File: config.mk
export PLATFORM = sky130hd
export DESIGN_NAME = rjb_port
export DESIGN_NICKNAME = d
export VERILOG_FILES = /design/src/hw/rjb_pkg.sv /design/src/hw/rjb_port.sv
export SDC_FILE = /design/constraint.sdc
export NUM_CORES = 1
export LEC_CHECK = 0
export BUFFER_PORTS_ARGS = -buffer_cell sky130_fd_sc_hd__buf_4
export CAP_MARGIN = 10
export CORE_MARGIN = 2
export CORE_UTILIZATION = 55
export DETAILED_ROUTE_END_ITERATION = 12
export MAX_ROUTING_LAYER = met4
export PLACE_DENSITY_LB_ADDON = 0.15
export SYNTH_ARGS = -nofsm -noshare
export SYNTH_HDL_FRONTEND = slang
export SYNTH_SLANG_ARGS = --single-unit
export TNS_END_PERCENT = 1
File: constraint.sdc
create_clock -name clk_sys_i -period 1.7 [get_ports clk_sys_i]
set_input_delay 0.34 -clock clk_sys_i [delete_from_list [all_inputs] [get_ports clk_sys_i]]
set_output_delay 0.34 -clock clk_sys_i [all_outputs]
set_load 0.03 [all_outputs]
File: src/hw/rjb_pkg.sv
// Constants and types for the per-port receive jabber monitor.
// Assumes a single 20 MHz system clock and synchronous port inputs.
//
// Behaviour
// Each port cuts off overlong receptions itself
// Enter jabber after reception exceeds timer period
// Jabber blocks receive activity toward repeater core
// Jabber blocks core output to port transmitter
// Leave jabber on reset or carrier loss
// Receive timer measures continuous reception duration
// Timer period parameterised, restarts each carrier event
package rjb_pkg;

  // =========================================================
  // Timing
  // =========================================================
  localparam int unsigned RJB_CLK_HZ       = 20_000_000;
  localparam int unsigned RJB_CNT_W        = 24;
  // Default excessive-reception period in microseconds
  localparam int unsigned RJB_JABBER_US    = 500;
  localparam int unsigned RJB_JABBER_CYC   =
    (RJB_JABBER_US * (RJB_CLK_HZ / 1_000_000));
  localparam logic [RJB_CNT_W-1:0] RJB_CNT_ZERO = 24'h000000;
  localparam logic [RJB_CNT_W-1:0] RJB_CNT_ONE  = 24'h000001;

  // =========================================================
  // States
  // =========================================================
  typedef enum logic [1:0] {
    RJB_IDLE,
    RJB_RECV,
    RJB_JABBER
  } rjb_state_t;

endpackage : rjb_pkg

File: src/hw/rjb_port.sv
// Receive jabber monitor for one repeater port: times each carrier
// event and cuts the port off from the repeater core when it runs long.
// Assumes carrier, receive activity and core output are synchronous to
// clk_sys_i, and that the core ignores this port while jabber_o is high.
`timescale 1ns/10ps
module rjb_port
  import rjb_pkg::*;
#(
  parameter logic [RJB_CNT_W-1:0] JABBER_CYC = RJB_CNT_W'(RJB_JABBER_CYC)
) (
  input  wire logic clk_sys_i,
  input  wire logic rstn_i,
  input  wire logic carrier_i,   // Port carrier indication
  input  wire logic rx_act_i,    // Receive activity from port
  input  wire logic core_tx_i,   // Core output toward port
  output logic      core_rx_o,   // Activity passed to core
  output logic      port_tx_o,   // Output passed to transmitter
  output logic      jabber_o     // Port is in jabber state
);

  // =========================================================
  // Reset release
  // =========================================================
  logic rst_s1_q;
  logic rstn_q;

  // Two-stage release of the asynchronous reset
  always_ff @(posedge clk_sys_i or negedge rstn_i) begin
    if (!rstn_i) begin
      rst_s1_q <= 1'b0;
      rstn_q   <= 1'b0;
    end else begin
      rst_s1_q <= 1'b1;
      rstn_q   <= rst_s1_q;
    end
  end

  // =========================================================
  // Receive timer
  // =========================================================
  rjb_state_t           state_q;
  rjb_state_t           state_d;
  logic [RJB_CNT_W-1:0] cnt_q;
  logic [RJB_CNT_W-1:0] cnt_d;
  wire                  expired;
  wire                  jab_w;

  // Timer exceeded once count reaches the period
  assign expired = (cnt_q >= JABBER_CYC);

  // Jabber state decode, shared by gating and checks
  assign jab_w   = (state_q == RJB_JABBER);

  // Next state and count
  always_comb begin
    state_d = state_q;
    cnt_d   = cnt_q;
    case (state_q)
      RJB_IDLE: begin
        cnt_d = RJB_CNT_ZERO;
        if (carrier_i) begin
          state_d = RJB_RECV;
          cnt_d   = RJB_CNT_ONE;
        end
      end
      RJB_RECV: begin
        if (!carrier_i) begin
          state_d = RJB_IDLE;
          cnt_d   = RJB_CNT_ZERO;
        end else if (expired) begin
          state_d = RJB_JABBER;
        end else begin
          cnt_d = cnt_q + RJB_CNT_ONE;
        end
      end
      RJB_JABBER: begin
        if (!carrier_i) begin
          state_d = RJB_IDLE;
          cnt_d   = RJB_CNT_ZERO;
        end
      end
      default: begin
        state_d = RJB_IDLE;
        cnt_d   = RJB_CNT_ZERO;
      end
    endcase
  end

  // State registers, cleared by the synchronised reset
  always_ff @(posedge clk_sys_i or negedge rstn_q) begin
    if (!rstn_q) begin
      state_q <= RJB_IDLE;
      cnt_q   <= RJB_CNT_ZERO;
    end else begin
      state_q <= state_d;
      cnt_q   <= cnt_d;
    end
  end

  // =========================================================
  // Receive timer checks
  // =========================================================
  // Entry once the period has run out
  enter_jab_a: assert property (
    @(posedge clk_sys_i) disable iff (!rstn_q)
    (state_q == RJB_RECV && carrier_i && expired) |=> jab_w)
    else $error("jabber not entered after timeout");

  // Entry only after the count reached the period
  no_early_a: assert property (
    @(posedge clk_sys_i) disable iff (!rstn_q)
    $rose(jab_w) |-> $past(cnt_q) >= JABBER_CYC)
    else $error("jabber entered too early");

  // Entry only from a timed reception
  jab_entry_a: assert property (
    @(posedge clk_sys_i) disable iff (!rstn_q)
    $rose(jab_w) |-> $past(state_q) == RJB_RECV)
    else $error("jabber entered outside a reception");

  // Counter advances by one per carrier cycle until the period is reached
  cnt_step_a: assert property (
    @(posedge clk_sys_i) disable iff (!rstn_q)
    (state_q == RJB_RECV && carrier_i && !expired)
      |=> cnt_q == $past(cnt_q) + RJB_CNT_ONE)
    else $error("timer did not advance");

  // Counter never runs past the period
  cnt_bound_a: assert property (
    @(posedge clk_sys_i) disable iff (!rstn_q)
    (state_q != RJB_IDLE) |-> cnt_q <= JABBER_CYC)
    else $error("timer ran past the period");

  // Fresh count at the start of each carrier event
  cnt_restart_a: assert property (
    @(posedge clk_sys_i) disable iff (!rstn_q)
    (state_q == RJB_IDLE && carrier_i) |=> cnt_q == RJB_CNT_ONE)
    else $error("timer did not restart");

  // Carrier loss returns to idle with a zero count
  cnt_clear_a: assert property (
    @(posedge clk_sys_i) disable iff (!rstn_q)
    !carrier_i |=> (state_q == RJB_IDLE && cnt_q == RJB_CNT_ZERO))
    else $error("carrier loss did not clear the timer");

  // Carrier loss releases the port
  jab_exit_a: assert property (
    @(posedge clk_sys_i) disable iff (!rstn_q)
    (jab_w && !carrier_i) |=> !jab_w)
    else $error("jabber not cleared on carrier loss");

  // Jabber holds while carrier stays
  jab_hold_a: assert property (
    @(posedge clk_sys_i) disable iff (!rstn_q)
    (jab_w && carrier_i) |=> jab_w)
    else $error("jabber left while carrier present");

  // Port kept out of jabber while reset holds
  rst_quiet_a: assert property (
    @(posedge clk_sys_i)
    !rstn_q |-> !jab_w)
    else $error("jabber set during reset");

  // =========================================================
  // Reference run length for the checks
  // =========================================================
  // Counts carrier cycles on its own, apart from the timer
  logic [RJB_CNT_W-1:0] run_q;
  logic [RJB_CNT_W-1:0] run_d;
  wire                  run_top;

  // Top value reached, hold there rather than wrap
  assign run_top = (run_q == ~RJB_CNT_ZERO);

  // Restart on carrier loss, else count up
  assign run_d = !carrier_i ? RJB_CNT_ZERO :
                 run_top    ? run_q        :
                              run_q + RJB_CNT_ONE;

  // Run length register, cleared with the state
  always_ff @(posedge clk_sys_i or negedge rstn_q) begin
    if (!rstn_q) begin
      run_q <= RJB_CNT_ZERO;
    end else begin
      run_q <= run_d;
    end
  end

  // Jabber follows once the run passes the period
  jab_late_a: assert property (
    @(posedge clk_sys_i) disable iff (!rstn_q)
    (run_q > JABBER_CYC) |-> jab_w)
    else $error("jabber missing after a long run");

  // Jabber only after the run passed the period
  jab_early_a: assert property (
    @(posedge clk_sys_i) disable iff (!rstn_q)
    jab_w |-> (run_q > JABBER_CYC))
    else $error("jabber without a long run");

  // =========================================================
  // Gating toward core and transmitter
  // =========================================================
  // Pass a level through unless the port is cut off
  function automatic logic rjb_gate(input logic lvl, input logic cut);
    return lvl & ~cut;
  endfunction : rjb_gate

  // Status and gated levels, same cycle as the state
  assign jabber_o  = jab_w;
  assign core_rx_o = rjb_gate(rx_act_i, jab_w);
  assign port_tx_o = rjb_gate(core_tx_i, jab_w);

  // =========================================================
  // Gating checks
  // =========================================================
  // Nothing reaches the core during jabber
  rx_block_a: assert property (
    @(posedge clk_sys_i) disable iff (!rstn_q)
    jab_w |-> !core_rx_o)
    else $error("receive passed during jabber");

  // Nothing reaches the transmitter during jabber
  tx_block_a: assert property (
    @(posedge clk_sys_i) disable iff (!rstn_q)
    jab_w |-> !port_tx_o)
    else $error("transmit passed during jabber");

  // Both paths pass untouched outside jabber
  pass_free_a: assert property (
    @(posedge clk_sys_i) disable iff (!rstn_q)
    !jab_w |-> (core_rx_o == rx_act_i && port_tx_o == core_tx_i))
    else $error("gating while not in jabber");

endmodule : rjb_port

==> impl_results.md <==
- Status: finished, violations left
- Failing checks: negative setup slack
- Antenna cell count: 0
- Placed inst area: 1490 sq um
- Share of cells above drive strength 1: 29.1%
- Most frequent cell after synthesis: dfrtp_1
- Post-synth top area share: 53.3%
- Cell Pwr Density: 644 nW/um^2
- Vias in the first global route: 1008
- Period utilization: 114%
- Register bit total from synthesis: 28
- Fmax: 514 MHz
- Row cnt: 17
- Inst Count DP: 170
- Sequential share of the synthesized area: 53.3%
- Detailed Route Iter0 Violations: 21
- CTS buffer count: 3
- Dominant cells by area after synthesis: dfrtp_1 (53%), and2_1 (5.2%), or3_1 (3.3%)
- Crit start category: register
- CTS tree: built
- Clock Tree Root: clkbuf_4
- DIE AREA: 2800 sq um
- Multi-input gate area: 622 sq um
- Core Area: 2230 sq um
- Initial DRT Pass Iterations: 4
- Finished Layout Cells: 176
- Syn Nets: 131
- CP max FO: 5
- Initial antenna violation count: 0
- Worst hold slack: 242 ps
- Syn_area_per_cell: 10.6 sq um
- Worst hold-check path type: register to async pin
- Power Total: 1.02 mW
- Setup TNS: -1910 ps
- Synth Cell Area: 1320 sq um
- Max cap viols: 0
- Final HPWL DP: 1910 microns
- Total track usage: 23.8%
- Clock Sinks: 28
- WL/cell: 15.6 microns
- Largest net degree at the start of global routing: 27
- Post-route DRC: 0
- Vias/cell: 5.90
- Place WS: -193 ps
- Clock Tree Buf Depth: 2
- Die W: 52.9 microns
- Sequential cell area: 702 sq um
- Final instance area: 1580 sq um
- First-pass GRT wire length: 4600 microns
- CP arrival: 2220 ps
- Peak VDD IR: 668 uV
- RSZ-0062 raised after global routing: true
- Final hold violation count: 0
- Commonest cells in the netlist: dfrtp_1 (28), and2_1 (11), nand2_1 (7), o21ai_1 (7), or3_1 (7)
- Mapped Cells: 124
- Final Max Slew Viols: 0
- Detailed-route via count: 1039
- Register-to-Register Path Depth: 5
- IO Count: 8
- I/O Buffers: 7
- Total wire length: 2750 microns
- Setup violations, final: 14
- Post-synth EDFFs: 0
- Clock slew seen by the registers of the worst setup and hold paths: 150 ps
- Starting Density: 58.9%
- Clock latency on the worst-skew pair: 330 ps
- Top FF cell, synth: dfrtp_1
- # H-tree levels: 1
- Die Span Y: 52.9 microns
- Final Util: 70.7%
- ANT nets after route: 0
- Area leader, netlist: dfrtp_1
- Syn. warnings: 0
- Worst Path Class, Setup: register to register
- Nets@finish: 157
- Slack of the critical path: -246 ps
- Async SR Flop Fraction: 100%
- Netlist cell types: 35
- Area growth from synthesis to layout: 20.1%
- # fillers: 167
- Crit end category: register
- Leak: 0.736 nW
- Final Wtd Congestion: 0.868
- Global route overflow: 0
- Fin crit period: 1950 ps
- Post-Route Skew: 5.18 ps
- Critical Path RT: 1970 ps
[cell usage in the layout, fill, tap and decap left out, types with 2 or more instances in the layout]
cell and count:
a21oi_1 2, a21oi_2 4, a31oi_1 2, and2_1 11, and3_1 6, buf_4 23
clkbuf_4 3, dfrtp_1 27, ha_1 2, inv_1 3, nand2_1 7, nand3_1 3
nor2_1 5, nor2b_1 3, nor4_1 3, o2111ai_1 3, o21a_1 2, o21ai_1 7
or3_1 5, or3_4 2, xor2_1 4
[sequential cells by signal, indices dropped and copies added (netlist names)]
| name | flops |
|---|---|
| cnt_q | 24 |
| rstn_q | 1 |
| rst_s1_q | 1 |
| state_q | 2 |
[path summary, 6_finish.rpt]
| kind | start | to | slack, ps |
|---|---|---|---|
| max reg2reg | cnt_q[7] | cnt_q[10] | -250 |
| max in group asynchronous | rstn_q | state_q[1] | 1190 |
| min | rstn_q | cnt_q[3] | 240 |
| max | cnt_q[7] | cnt_q[10] | -250 |
| min reg2reg | rstn_q | cnt_q[3] | 240 |
| min in group clk_sys_i | carrier_i | cnt_q[1] | 280 |
[routing by layer]
metal / global-route usage (%) / wire (microns)
met1: 31.7 / 1230
met2: 36.3 / 1400
met3: 5.37 / 101
met4: 7.69 / 11
met5: - / 0
[kinds of logic after synthesis]
kind of cell               synth area share [%]
AOI/OAI and AO/OA                          16.8
and+or+nand+nor                            22.7
xor gates and xnor gates                   2.66
buffers and inverters                      2.28
adders and majority gates                  1.90
other                                     0.285
DFF                                        53.3
[report_power, final]
group	internal (mW)	switching, mW	total [mW]
clock	0.0833	0.191	0.274
combinational	0.0238	0.0387	0.0625
sequential	0.673	0.00775	0.681
total	0.780	0.237	1.02
[layout make-up]
type                    count  share of cell area [%]
clock buffers               3                    1.43
inverters                   4                   0.951
multi-input cells          89                    39.4
flip-flops and latches     28                    44.5
well taps                  28                    2.22
repair buffers             24                    11.6
[what timing repair did]
item / 4_1_cts / 5_1_grt
hold endpoints to repair: 2 / 0
hold buffers: 1 / 0
setup buffers: 1 / 1
pin swaps: 5 / 2
gates resized for setup: 5 / 6
setup endpoints to repair: 17 / 16
[worst max-delay path, cell delays in order (launching register included)]
cell	delay, ps
dfrtp_1	430
or4_4	560
a21oi_4	240
o211ai_2	160
or3_1	370
a21oi_2	140
(Power assumes the default switching activity.)
